===== config.mk =====
export PLATFORM = sky130hd
export DESIGN_NAME = ccs_core_clock_source_select
export DESIGN_NICKNAME = d
export VERILOG_FILES = /design/src/design/ccs_pkg.sv /design/src/design/ccs_pll_mult.sv /design/src/design/ccs_core_clock_source_select.sv
export SDC_FILE = /design/constraint.sdc
export NUM_CORES = 1
export LEC_CHECK = 0
export BUFFER_PORTS_ARGS = -buffer_cell sky130_fd_sc_hd__buf_2
export CAP_MARGIN = 20
export CORE_ASPECT_RATIO = 1.25
export CORE_MARGIN = 1
export CORE_UTILIZATION = 65
export CTS_BUF_LIST = sky130_fd_sc_hd__clkbuf_16
export DETAILED_ROUTE_END_ITERATION = 10
export PLACE_DENSITY = 0.8
export SYNTH_ARGS = -nofsm -noshare
export SYNTH_HDL_FRONTEND = slang
export SYNTH_SLANG_ARGS = --single-unit
export TNS_END_PERCENT = 30

===== constraint.sdc =====
create_clock -name clk_sys -period 6.8 [get_ports clk_sys]
set_input_delay 0.68 -clock clk_sys [delete_from_list [all_inputs] [get_ports clk_sys]]
set_output_delay 0.68 -clock clk_sys [all_outputs]
set_load 0.05 [all_outputs]

===== src/design/ccs_pkg.sv =====
// Shared constants for the core clock source selection block.
package ccs_pkg;
  // System clock rate
  localparam int CLK_PERIOD_NS = 20;
  localparam int CLK_FREQ_MHZ = 1000 / CLK_PERIOD_NS;
  // Core master clock from the PLL runs at this multiple of the oscillator
  localparam int PLL_MULT = 5;
  localparam int PER_W = 16;
  localparam logic [PER_W-1:0] PLL_MULT_V = PER_W'(PLL_MULT);
  localparam logic [PER_W-1:0] PER_MAX = {PER_W{1'b1}};
  localparam logic [PER_W-1:0] PER_ZERO = {PER_W{1'b0}};
  localparam logic [PER_W-1:0] PER_ONE = PER_W'(1);
  // Reference edges seen before the multiplier is trusted
  localparam int LOCK_EDGES = 2;
  localparam logic [1:0] LOCK_EDGES_V = 2'(LOCK_EDGES);
  // Divided clock periods per instruction cycle
  localparam int INSTR_DIV = 2;
  localparam int INSTR_W = 4;
  localparam logic [INSTR_W-1:0] INSTR_LAST = INSTR_W'(INSTR_DIV - 1);
  localparam logic [INSTR_W-1:0] INSTR_ZERO = {INSTR_W{1'b0}};
  // Clock source select levels
  localparam logic SRC_PLL = 1'b0;
  localparam logic SRC_EXT = 1'b1;
endpackage


===== src/design/ccs_pll_mult.sv =====
// Frequency multiplier: PLL_MULT tick pulses per reference period.
`timescale 1ns/10ps
module ccs_pll_mult (
  input wire logic clk_sys,
  input wire logic rst_b,
  input wire logic enable,
  input wire logic ref_rise,
  output logic tick_q,
  output logic locked_q
);
  import ccs_pkg::*;

  logic [PER_W-1:0] per_cnt_q;
  logic [PER_W-1:0] period_q;
  logic [PER_W-1:0] acc_q;
  logic [PER_W-1:0] acc_d;
  logic [PER_W:0] acc_sum;
  logic [1:0] edges_q;
  logic tick_d;

  // Period of the reference measured in system cycles
  always_ff @(posedge clk_sys or negedge rst_b) begin
    if (!rst_b) begin
      per_cnt_q <= PER_ZERO;
      period_q <= PER_MAX;
    end else if (!enable) begin
      per_cnt_q <= PER_ZERO;
    end else if (ref_rise) begin
      per_cnt_q <= PER_ZERO;
      period_q <= per_cnt_q + PER_ONE;
    end else if (per_cnt_q != PER_MAX) begin
      per_cnt_q <= per_cnt_q + PER_ONE;
    end
  end

  // Lost reference drops lock; a stalled oscillator gives no ticks
  always_ff @(posedge clk_sys or negedge rst_b) begin
    if (!rst_b) begin
      edges_q <= 2'h0;
    end else if (!enable || per_cnt_q == PER_MAX) begin
      edges_q <= 2'h0;
    end else if (ref_rise && edges_q != LOCK_EDGES_V) begin
      edges_q <= edges_q + 2'h1;
    end
  end

  always_ff @(posedge clk_sys or negedge rst_b) begin
    if (!rst_b) begin
      locked_q <= 1'b0;
    end else begin
      locked_q <= enable && edges_q == LOCK_EDGES_V &&
                  per_cnt_q != PER_MAX;
    end
  end

  // Fractional accumulator keeps exactly PLL_MULT ticks per period.
  // Needs a reference period of at least PLL_MULT system cycles.
  always_comb begin
    acc_sum = {1'b0, acc_q} + {1'b0, PLL_MULT_V};
    tick_d = 1'b0;
    acc_d = acc_sum[PER_W-1:0];
    if (!locked_q) begin
      acc_d = PER_ZERO;
    end else if (acc_sum >= {1'b0, period_q}) begin
      tick_d = 1'b1;
      acc_d = PER_W'(acc_sum - {1'b0, period_q});
    end
  end

  always_ff @(posedge clk_sys or negedge rst_b) begin
    if (!rst_b) begin
      acc_q <= PER_ZERO;
      tick_q <= 1'b0;
    end else begin
      acc_q <= acc_d;
      tick_q <= tick_d;
    end
  end
endmodule


===== src/design/ccs_core_clock_source_select.sv =====
// Core master clock source selection, divided clock and cycle marker.
`timescale 1ns/10ps
module ccs_core_clock_source_select (
  input wire logic clk_sys,
  input wire logic rst_b,
  input wire logic clock_source_select,
  input wire logic oscillator_input,
  input wire logic master_clock_input,
  output logic oscillator_output,
  output logic pll_enabled,
  output logic core_clock_tick,
  output logic divided_clock_output,
  output logic instruction_cycle_marker
);
  import ccs_pkg::*;

  function automatic logic rise(input logic cur, input logic prev);
    rise = cur && !prev;
  endfunction

  logic sel_m_q;
  logic sel_s_q;
  logic sel_q;
  logic osc_m_q;
  logic osc_s_q;
  logic osc_h_q;
  logic mclk_m_q;
  logic mclk_s_q;
  logic mclk_h_q;
  logic osc_rise;
  logic mclk_rise;
  logic restart;
  logic pll_tick;
  logic pll_locked;
  logic master_tick;
  logic pll_en_q;
  logic osc_out_q;
  logic tick_q;
  logic div_q;
  logic marker_q;
  logic [INSTR_W-1:0] instr_cnt_q;

  // Every pin passes two flops before use
  always_ff @(posedge clk_sys or negedge rst_b) begin
    if (!rst_b) begin
      sel_m_q <= SRC_PLL;
      sel_s_q <= SRC_PLL;
      sel_q <= SRC_PLL;
    end else begin
      sel_m_q <= clock_source_select;
      sel_s_q <= sel_m_q;
      sel_q <= sel_s_q;
    end
  end

  always_ff @(posedge clk_sys or negedge rst_b) begin
    if (!rst_b) begin
      osc_m_q <= 1'b0;
      osc_s_q <= 1'b0;
      osc_h_q <= 1'b0;
    end else begin
      osc_m_q <= oscillator_input;
      osc_s_q <= osc_m_q;
      osc_h_q <= osc_s_q;
    end
  end

  always_ff @(posedge clk_sys or negedge rst_b) begin
    if (!rst_b) begin
      mclk_m_q <= 1'b0;
      mclk_s_q <= 1'b0;
      mclk_h_q <= 1'b0;
    end else begin
      mclk_m_q <= master_clock_input;
      mclk_s_q <= mclk_m_q;
      mclk_h_q <= mclk_s_q;
    end
  end

  assign osc_rise = rise(osc_s_q, osc_h_q);
  assign mclk_rise = rise(mclk_s_q, mclk_h_q);
  // A source change restarts the divider so no short half period leaks
  assign restart = sel_s_q != sel_q;

  // Oscillator and PLL run only with the select low
  always_ff @(posedge clk_sys or negedge rst_b) begin
    if (!rst_b) begin
      pll_en_q <= 1'b0;
      osc_out_q <= 1'b0;
    end else begin
      pll_en_q <= sel_s_q == SRC_PLL;
      osc_out_q <= (sel_s_q == SRC_PLL) && !osc_s_q;
    end
  end

  ccs_pll_mult u_pll (
    .clk_sys(clk_sys),
    .rst_b(rst_b),
    .enable(pll_en_q),
    .ref_rise(osc_rise),
    .tick_q(pll_tick),
    .locked_q(pll_locked)
  );

  // Master clock enable from whichever source is selected
  assign master_tick = restart ? 1'b0 :
                       (sel_q == SRC_EXT) ? mclk_rise :
                       (pll_tick && pll_en_q);

  always_ff @(posedge clk_sys or negedge rst_b) begin
    if (!rst_b) begin
      tick_q <= 1'b0;
    end else begin
      tick_q <= master_tick;
    end
  end

  // One toggle per master tick gives half the master rate
  always_ff @(posedge clk_sys or negedge rst_b) begin
    if (!rst_b) begin
      div_q <= 1'b0;
    end else if (restart) begin
      div_q <= 1'b0;
    end else if (master_tick) begin
      div_q <= !div_q;
    end
  end

  // Marker only changes on a divided clock rising edge or a restart
  always_ff @(posedge clk_sys or negedge rst_b) begin
    if (!rst_b) begin
      instr_cnt_q <= INSTR_ZERO;
      marker_q <= 1'b0;
    end else if (restart) begin
      instr_cnt_q <= INSTR_ZERO;
      marker_q <= 1'b0;
    end else if (master_tick && !div_q) begin
      marker_q <= instr_cnt_q == INSTR_ZERO;
      if (instr_cnt_q == INSTR_LAST) begin
        instr_cnt_q <= INSTR_ZERO;
      end else begin
        instr_cnt_q <= instr_cnt_q + INSTR_W'(1);
      end
    end
  end

  assign oscillator_output = osc_out_q;
  assign pll_enabled = pll_en_q;
  assign core_clock_tick = tick_q;
  assign divided_clock_output = div_q;
  assign instruction_cycle_marker = marker_q;
endmodule


# [After elaboration in Yosys (flattened, before gate mapping)]
# Index checks and enable logic that the tools add are counted.
[classes] add_sub_neg=5 n_mul=0 div=0 magnitude_cmp=1 eq_ne=7 n_shift=0 mux=18 bitwise=1 n_reduce_logical=19
[ops] operator="$mux 16" n=5
[ops] operator="$add 16x3->17 const B" n=1
[ops] operator="$ge 17x16->1" n=1
[ops] operator="$add 16x1->16 const B" n=1
[ops] operator="$eq 16x16->1 const B" n=1
[ops] operator="$ne 16x16->1 const B" n=1
[ops] operator="$sub 16x16->16" n=1
[ops] operator="$mux 4" n=3
[ops] operator="$logic_and 1x1->1" n=8
[ops] operator="$mux 1" n=8
[ops] operator="$reduce_bool 2->1" n=3
[ops] operator="$logic_not 1->1" n=5
[ops] operator="$add 4x1->4 const B" n=1
[ops] operator="$eq 4x1->1 const B" n=1
[ops] operator="$logic_not 4->1" n=1
[ops] operator="$mux 2" n=2
[ops] operator="$ne 3x1->1 const B" n=1
[ops] operator="$add 2x1->2 const B" n=1
[ops] operator="$eq 2x2->1 const B" n=1
[ops] operator="$ne 2x2->1 const B" n=1
[ops] operator="$reduce_and 2->1" n=1
[ops] operator="$logic_or 1x1->1" n=1
[ops] operator="$ne 1x1->1" n=1
[ops] operator="$not 1->1" n=1
[totals] register_bits=70 latchBits=0 mem_bits_rw=0 mem_bits_ro=0 input_bits=5 output_inout_bits=5 wordCells=72 n_memories=0

# [Depth between registers and ports, before layout]
# Gate-level depths: netlist of the first run.
[logic_depth] word_depth=7 depth_mapped=15 depth_no_buf=13

# [Hierarchy]
# From an unflattened synthesis of the first run, not the netlist that was laid out.
[hier_totals] cells_unflattened=414 hier_area_um2=3992.6
[modules_own_cells] mod="ccs_pll_mult" n_inst=1 cells_each=362 area_per_inst_um2=3299.4 seq_area_each_um2=1321.3
[modules_own_cells] mod="ccs_core_clock_source_select" n_inst=1 cells_each=52 area_per_inst_um2=693.2 seq_area_each_um2=450.4

# [Worst setup path after synthesis of the first run]
# No wires, ideal clock.
[synth_timing] kind="flip-flop to flip-flop" from="register u_pll.acc_q[0]" to="register u_pll.acc_q[10]" arrival_time_ps=2812 required_ps=6668 setup_slack_ps=3856 path_stages_with_launch=15 n_path_buf=1 path_cell_list="dfrtp_1 ha_1 nor2_1 nor2_1 nand3_1 xnor2_1 ha_1 a21o_1 a31o_1 o21bai_4 a211oi_2 o21ai_4 buf_6 mux2i_1 nor2_1"
[synth_between] elab_chain_cells=4
[synth_lines] element="start: declaration" line="ccs_pll_mult.sv:15" rtl="logic [PER_W-1:0] acc_q;"
[synth_lines] element="start signal: assignment" line="ccs_pll_mult.sv:72" rtl="acc_q <= PER_ZERO;"
[synth_lines] element="start signal: assignment" line="ccs_pll_mult.sv:75" rtl="acc_q <= acc_d;"
[synth_lines] element="$add 16x3->17 (*)" line="ccs_pll_mult.sv:59" rtl="acc_sum = {1'b0, acc_q} + {1'b0, PLL_MULT_V};"
[synth_lines] element="$sub 16x16->16 / $ge 17x16->1 (equally long branches)" line="ccs_pll_mult.sv:66, ccs_pll_mult.sv:64"
[synth_lines] element="$mux 16 (*)" line="ccs_pll_mult.sv:64" rtl="end else if (acc_sum >= {1'b0, period_q}) begin"
[synth_lines] element="$mux 16 (*)" line="ccs_pll_mult.sv:62" rtl="if (!locked_q) begin"
[synth_lines] element="named net u_pll.acc_d[10]" line="ccs_pll_mult.sv:16" rtl="logic [PER_W-1:0] acc_d;"
# Mark *: on every way through the listed nets, which the timed path passes. The rest lies on a longest branch.
# A chain may end at the register's enable or synchronous reset.

# [Worst setup path in the final report of the first run]
[layout_timing] from="register u_pll.acc_q[0]" to="register u_pll.acc_q[12]"
# The elaborated chain is that of the path after synthesis.

==> results.md, run 1 <==
- Status: complete, no violations
- Rows: 31
- Global-route wire length before repair: 12,700 µm
- Grt ovf: 0
- Root Driver: clkbuf_16
- PwrDens: 229.0 mW/mm²
- Final setup vio count: 0
- Die H: 88.76 µm
- Gr usage total: 0.2637
- DR DRC count: 0
- Critical Path RT: 7040 ps
- Postcts setup bufs: 0
- Clock skew: 5.231 ps
- Most frequent cells in the layout: 54 x dfrtp_1, 41 x nand2_1, 36 x nor2_1
- CP Launch Type: flip-flop
- Vias in the first global route: 2,770
- Slew @ Worst Pin: 917.8 ps
- Mapped Nets: 431
- Synthesis-stage register bit count: 70
- Period minus WS final: 3481 ps
- Layout Nets: 441
- Final Hold Viols: 0
- Wire length per cell: 15.21 µm
- Critical path data arrival time: 3720 ps
- Sequential area share after synthesis: 0.4527
- Core ar.: 0.005818 mm²
- Ys flop type: dfrtp_1
- Htree depth: 3
- # IOs: 10
- Area Growth Syn to Fin: 9.303%
- Design area: 0.004278 mm²
- Synth cell types: 47
- Hold buffer count at cts: 0
- I/O Buffers: 9
- Commonest non-fill, non-tap cell in the layout: dfrtp_1
- Placed cell area: 0.003994 mm²
- RSZ-0062 raised after global routing: false
- Place WS: 3425 ps
- Placed insts: 471
- Critical Path Fanout Max: 19
- 1st-pass router iterations: 4
- Post-CTS sizing: 0
- YS warnings: 0
- Post-route insts no fill: 487
- IR drop worst, VDD: 0.1558 mV
- Vias per cell: 5.856
- Mapped Avg Cell Area: 9.640 µm²
- Static leakage: 1.978 nW
- Initial core utilization: 0.6727
- CTS Buf Count: 9
- Worst setup path category: reg -> reg
- Fraction of layout cells with a size suffix above 1: 0.1093
- Chip width: 71.41 µm
- Routed via count: 2,852
- Antenna-violating nets left: 0
- Netlist area before placement: 0.003914 mm²
- Highest Clock Rate: 287.3 MHz
- Largest buffer count on any clock path: 2
- Clock-pin slew on the worst setup and hold paths: 50 ps
- Clk sink count: 70
- MaxCap Viol Count: 0
- DRT Wirelength: 7409 µm
- Initial antenna violation count: 0
- Setup TNS: 0 ps
- R2R Setup Slk: 3320 ps
- Initial DRC count: 202
- Worst-Skew Late Latency: 330 ps
- Tcrit/Tclk final: 0.5119
- RePlAce Congestion: 0.9085
- Number of synthesized flops with an enable pin: 0
- CP Capture Type: flip-flop
- Final Max Slew Viols: 0
- Max-slew headroom: 0.3863
- Inserted Diodes: 0
- Post-Syn Instances: 406
- Largest net degree at the start of global routing: 71
- CTS tree: done
- Die area: 0.006338 mm²
- Hold crit path type: reg -> reg
- Synth async-reset ratio: 1.000
- HPWL after DPL: 5228 µm
- PnR worst setup slack: 3319 ps
==> worst max-delay path: stages (launching register included) <==
cell and delay (ps):
dfrtp_1 390, ha_1 250, nor2_1 60, nor2_1 300, nand3_1 150, xnor2_1 180, ha_1 400, and3_1 270
nand3_2 140, o21bai_4 160, a211oi_2 70, o21ai_4 520, nand2_1 270, o22ai_1 240
==> metrics by stage <==
stage          power [mW]  utilization  hold WS, ps
2_1_floorplan      0.5185            -        331.2
3_3_place_gp       0.5408       0.6865        332.3
3_5_place_dp       0.5440       0.6865        334.7
4_1_cts            0.9854       0.7353        345.1
5_1_grt             1.019       0.7353        359.1
6_report           0.9795       0.7353        346.0
==> worst paths after layout <==
check                          startpoint         endpoint  cells past startpoint
min reg2reg                       osc_m_q          osc_s_q                      0
min in group asynchronous           rst_b   u_pll.acc_q[0]                      2
max in group asynchronous           rst_b  u_pll.acc_q[13]                      2
max                        u_pll.acc_q[0]  u_pll.acc_q[12]                     13
min                               osc_m_q          osc_s_q                      0
max reg2reg                u_pll.acc_q[0]  u_pll.acc_q[12]                     13
==> cell usage after synthesis, types with 5 or more instances <==
master     n  share of area
a211oi_1   6          0.012
and3_1    10          0.016
ha_1      19          0.061
buf_2      5         0.0064
o21ai_0   34          0.043
nor2_1    36          0.035
clkbuf_1   5         0.0048
a21o_1     7          0.013
dfstp_2   16           0.11
dfrtp_1   54           0.35
inv_1     26          0.025
nand3_1   15          0.019
nand2_1   41          0.039
a21oi_1   14          0.018
xor2_1    21          0.047
nand4_1    8          0.013
xnor2_1   27          0.060
mux2i_1   13          0.033
==> registers in the layout, summed over array words and instances, names as in the netlist, 2 cells and up <==
signal	count
u_pll.per_cnt_q	16
instr_cnt_q	4
u_pll.acc_q	16
u_pll.period_q	16
u_pll.edges_q	2
==> metal layers <==
metal  up-vias  track usage  wire [µm]
li1       1432            -          -
met5         -            0          0
met4         0      0.09818        132
met1      1339       0.3425       3460
met3        17      0.06492        259
met2        64       0.4303       3558
==> area by class of cell <==
class	instances	area, µm²
multi-input combinational	299	1989
sequential	70	1772
fill	410	1540
clock buffer	9	225.2
inverter	26	97.59
tap	66	82.58
clock inverter	7	58.81
timing repair buffer	10	52.55
==> kinds of logic after synthesis <==
kind of cell / after synthesis / share of synthesized area
AOI/OAI and AO/OA: 87 / 0.1413
buffers and inverters: 37 / 0.03900
muxes: 15 / 0.03900
adders and majority gates: 20 / 0.06586
xor gates and xnor gates: 48 / 0.1074
and+or+nand+nor: 129 / 0.1547
DFF: 70 / 0.4527
==> power by group <==
group	internal (mW)	switching [mW]	total [mW]
Sequential	0.430	0.00954	0.439
Clock	0.278	0.163	0.441
Combinational	0.0391	0.0601	0.0992
Power figures use the tool's default switching activity.
==> inputs of run 2 (changes only) <==
--- a/config.mk
+++ b/config.mk
@@ -9,10 +9,10 @@
 export CAP_MARGIN = 20
 export CORE_ASPECT_RATIO = 1.25
 export CORE_MARGIN = 1
-export CORE_UTILIZATION = 65
+export CORE_UTILIZATION = 56
 export CTS_BUF_LIST = sky130_fd_sc_hd__clkbuf_16
 export DETAILED_ROUTE_END_ITERATION = 10
-export PLACE_DENSITY = 0.8
+export PLACE_DENSITY = 0.74
 export SYNTH_ARGS = -nofsm -noshare
 export SYNTH_HDL_FRONTEND = slang
 export SYNTH_SLANG_ARGS = --single-unit
==> constraint.sdc (replaced) <==
create_clock -name clk_sys -period 2.8 [get_ports clk_sys]
set_input_delay 0.28 -clock clk_sys [delete_from_list [all_inputs] [get_ports clk_sys]]
set_output_delay 0.28 -clock clk_sys [all_outputs]
set_load 0.05 [all_outputs]
==> run 2 against run 1 <==
The flow now finishes with violations (negative hold slack, negative setup slack). Routed wire length grew 20%. Die area grew 16%. Register-to-register slack lost 3600 ps. Sequential cell count is the same. Final area grew 17%. Largest power group unchanged. Non-clock buffer count grew 66. Clock skew grew 2.0 ps. Global-route usage shrank 1.1 points. Cell count grew 18%. Count of clock-buffer cells in the layout is the same. Via count grew 11%.
==> results.md, run 2 (synthesis gave the netlist of run 1 again) <==
- Status: complete, but fails checks
- Failing checks: negative hold slack, negative setup slack
- HPWL after DPL: 6152 µm (+18%)
- IR drop worst, VDD: 0.3573 mV (+130%)
- Top flop regs: u_pll.acc_q (16), u_pll.per_cnt_q (16), u_pll.period_q (16)
- Htree depth: 3 (unchanged)
- DRT Wirelength: 8880 µm (+20%)
- CP Capture Type: flip-flop
- R2R Setup Slk: -280 ps (-3600 ps)
- Crit-path max cell delay: 350 ps (-170 ps)
- Crit-path cells: and3_4 -> nand3_4 -> nor2_4 -> nand3_2 -> xnor2_2 -> ha_1 -> a21o_1 -> a31o_1 -> o21bai_4 -> a211oi_4 -> buf_4 -> o21ai_4 -> buf_6 -> mux2i_1 -> nor2_1
- Final core utilization: 0.7525 (+0.01723)
- Gr usage total: 0.2527 (-0.01100)
- RSZ-0062 raised after global routing: true
- 1st-pass router iterations: 4 (unchanged)
- CTS Buf Count: 9 (unchanged)
- RePlAce Congestion: 1.041 (+15%)
- Multi-input gate area: 0.002171 mm² (+9.1%)
- Placed insts: 549 (+17%)
- Filler cells: 467 (+14%)
- Fraction of layout cells with a size suffix above 1: 0.2848 (+0.1756)
- DR DRC count: 0 (unchanged)
- Largest buffer count on any clock path: 2 (unchanged)
- Place WS: -213.0 ps (-3638 ps)
- Commonest non-fill, non-tap cell in the layout: buf_4
- Layout Nets: 508 (+15%)
- Tcrit/Tclk final: 1.101 (+0.5891)
- Root Driver: clkbuf_16
- WHS: -4.658 ps (-350.6 ps)
- Vias in the first global route: 3,155 (+14%)
- Antenna-violating nets left: 0 (unchanged)
- Static leakage: 2.342 nW (+18%)
- Initial core utilization: 0.5887 (-0.08394)
- Clock-pin slew on the worst setup and hold paths: 60 ps (about the same)
- Final Hold Viols: 1 (+1)
- Die H: 95.47 µm (+7.6%)
- MaxCap Viol Count: 0 (unchanged)
- # IOs: 10 (unchanged)
- Worst setup path category: reg -> reg
- Core ar.: 0.006648 mm² (+14%)
- Global-route wire length before repair: 14,280 µm (+12%)
- Die area: 0.007329 mm² (+16%)
- Most frequent cells in the layout: 62 x buf_4, 54 x dfrtp_1, 40 x nand2_1
- Post-route insts no fill: 575 (+18%)
- Critical Path RT: 2990 ps (-4050 ps)
- Max-slew headroom: 0.3701 (-0.01623)
- Final setup vio count: 17 (+17)
- Critical path data arrival time: 3270 ps (-450 ps)
- Initial antenna violation count: 0 (unchanged)
- Period minus WS final: 3083 ps (-397.8 ps)
- Clk sink count: 70 (unchanged)
- Grt ovf: 0 (unchanged)
- CTS tree: done
- PnR worst setup slack: -282.8 ps (-3602 ps)
- Routed via count: 3,155 (+11%)
- Inserted Diodes: 0 (unchanged)
- Register area: 0.001772 mm² (unchanged)
- Highest Clock Rate: 324.4 MHz (+13%)
- PwrDens: 492.4 mW/mm² (+120%)
- Critical Path Fanout Max: 5 (-14)
- Slew @ Worst Pin: 942.0 ps (+24.27 ps)
- Hold buffer count at cts: 0 (unchanged)
- Area Growth Syn to Fin: 27.81%
- Vias per cell: 5.487 (-6.3%)
- Worst-Skew Late Latency: 330 ps (about the same)
- Final Max Slew Viols: 0 (unchanged)
- I/O Buffers: 9 (unchanged)
- Clock skew: 7.192 ps (+1.961 ps)
- Worst path slowest cell: dfrtp_1
- Rows: 33 (+6.5%)
- Chip width: 76.78 µm (+7.5%)
- Wire length per cell: 15.44 µm (+1.5%)
- Initial DRC count: 136 (-33%)
- Largest net degree at the start of global routing: 35 (-51%)
- CP Launch Type: flip-flop
- Hold crit path type: in -> async
run 2: cell count changes in the layout (fill, tap and decap cells not counted), moves of 3 or more:
cell,before,now
ha_4,0,3
inv_6,0,3
ha_1,19,15
xnor2_1,27,22
and3_4,0,4
buf_4,1,62
and3_1,10,6
xnor2_2,0,5
buf_6,0,5
run 2: worst paths after layout:
path / from / end / cells past startpoint
max in group asynchronous: rst_b / u_pll.period_q[9] / 2
setup reg to reg: u_pll.acc_q[3] / u_pll.acc_q[14] / 15
setup / recovery: u_pll.acc_q[3] / u_pll.acc_q[14] / 15
hold reg to reg: sel_m_q / sel_s_q / 0
min in group clk_sys: oscillator_input / osc_m_q / 1
hold / removal: rst_b / u_pll.acc_q[10] / 1
run 2: routing by layer:
layer  routed length (µm)  GRT usage  share of wire
met1                 3878     0.3021           0.44
met2                 4543     0.4501           0.51
met3                  204    0.03254          0.023
met4                  254     0.1250          0.029
met5                    0          0              0
run 2: per-stage QoR:
| stage | hold slack (ps) | TNS [ps] | instance area, µm² | total power [mW] |
|---|---|---|---|---|
| 2_1_floorplan | -15.59 | -97.95 | 3958 | 1.261 |
| 3_3_place_gp | 332.2 | -2213 | 4486 | 1.348 |
| 3_5_place_dp | 334.7 | -2670 | 4486 | 1.357 |
| 4_1_cts | 16.76 | -1339 | 4870 | 2.448 |
| 5_1_grt | 44.98 | -4943 | 5002 | 2.552 |
| 6_report | -4.658 | -2263 | 5002 | 2.463 |
run 2: power breakdown:
group / switching (mW) / internal, mW / leakage [nW] / total [mW]
Sequential: 0.0222 / 1.04 / 0.891 / 1.06
Combinational: 0.167 / 0.148 / 1.32 / 0.315
Clock: 0.468 / 0.616 / 0.135 / 1.08
run 2: final cells by class:
cell class              count  share of cell area
clock buffers               9             0.04502
clock inverters             7             0.01226
inverters                  26             0.01951
multi-input cells         300              0.4340
flip-flops and latches     70              0.3542
well taps                  87             0.02176
repair buffers             76              0.1133
run 2: timing repair:
item / CTS / global route
hold endpoints to repair: 0 / 0
setup buffers: 4 / 5
pin swaps: 13 / 16
gates resized for setup: 10 / 17
gates cloned: 1 / 0
setup endpoints to repair: 17 / 17
run 2: worst max-delay path, delay by kind of cell (launching register included):
family / cells / cell delay (ps)
AND/OR/NAND/NOR: 5 / 670
multiplexers: 1 / 170
flip-flops: 1 / 350
XOR/XNOR: 1 / 240
AO/OA/AOI/OAI: 5 / 910
adder cells (fa/ha/maj): 1 / 290
buffers and inverters: 2 / 320
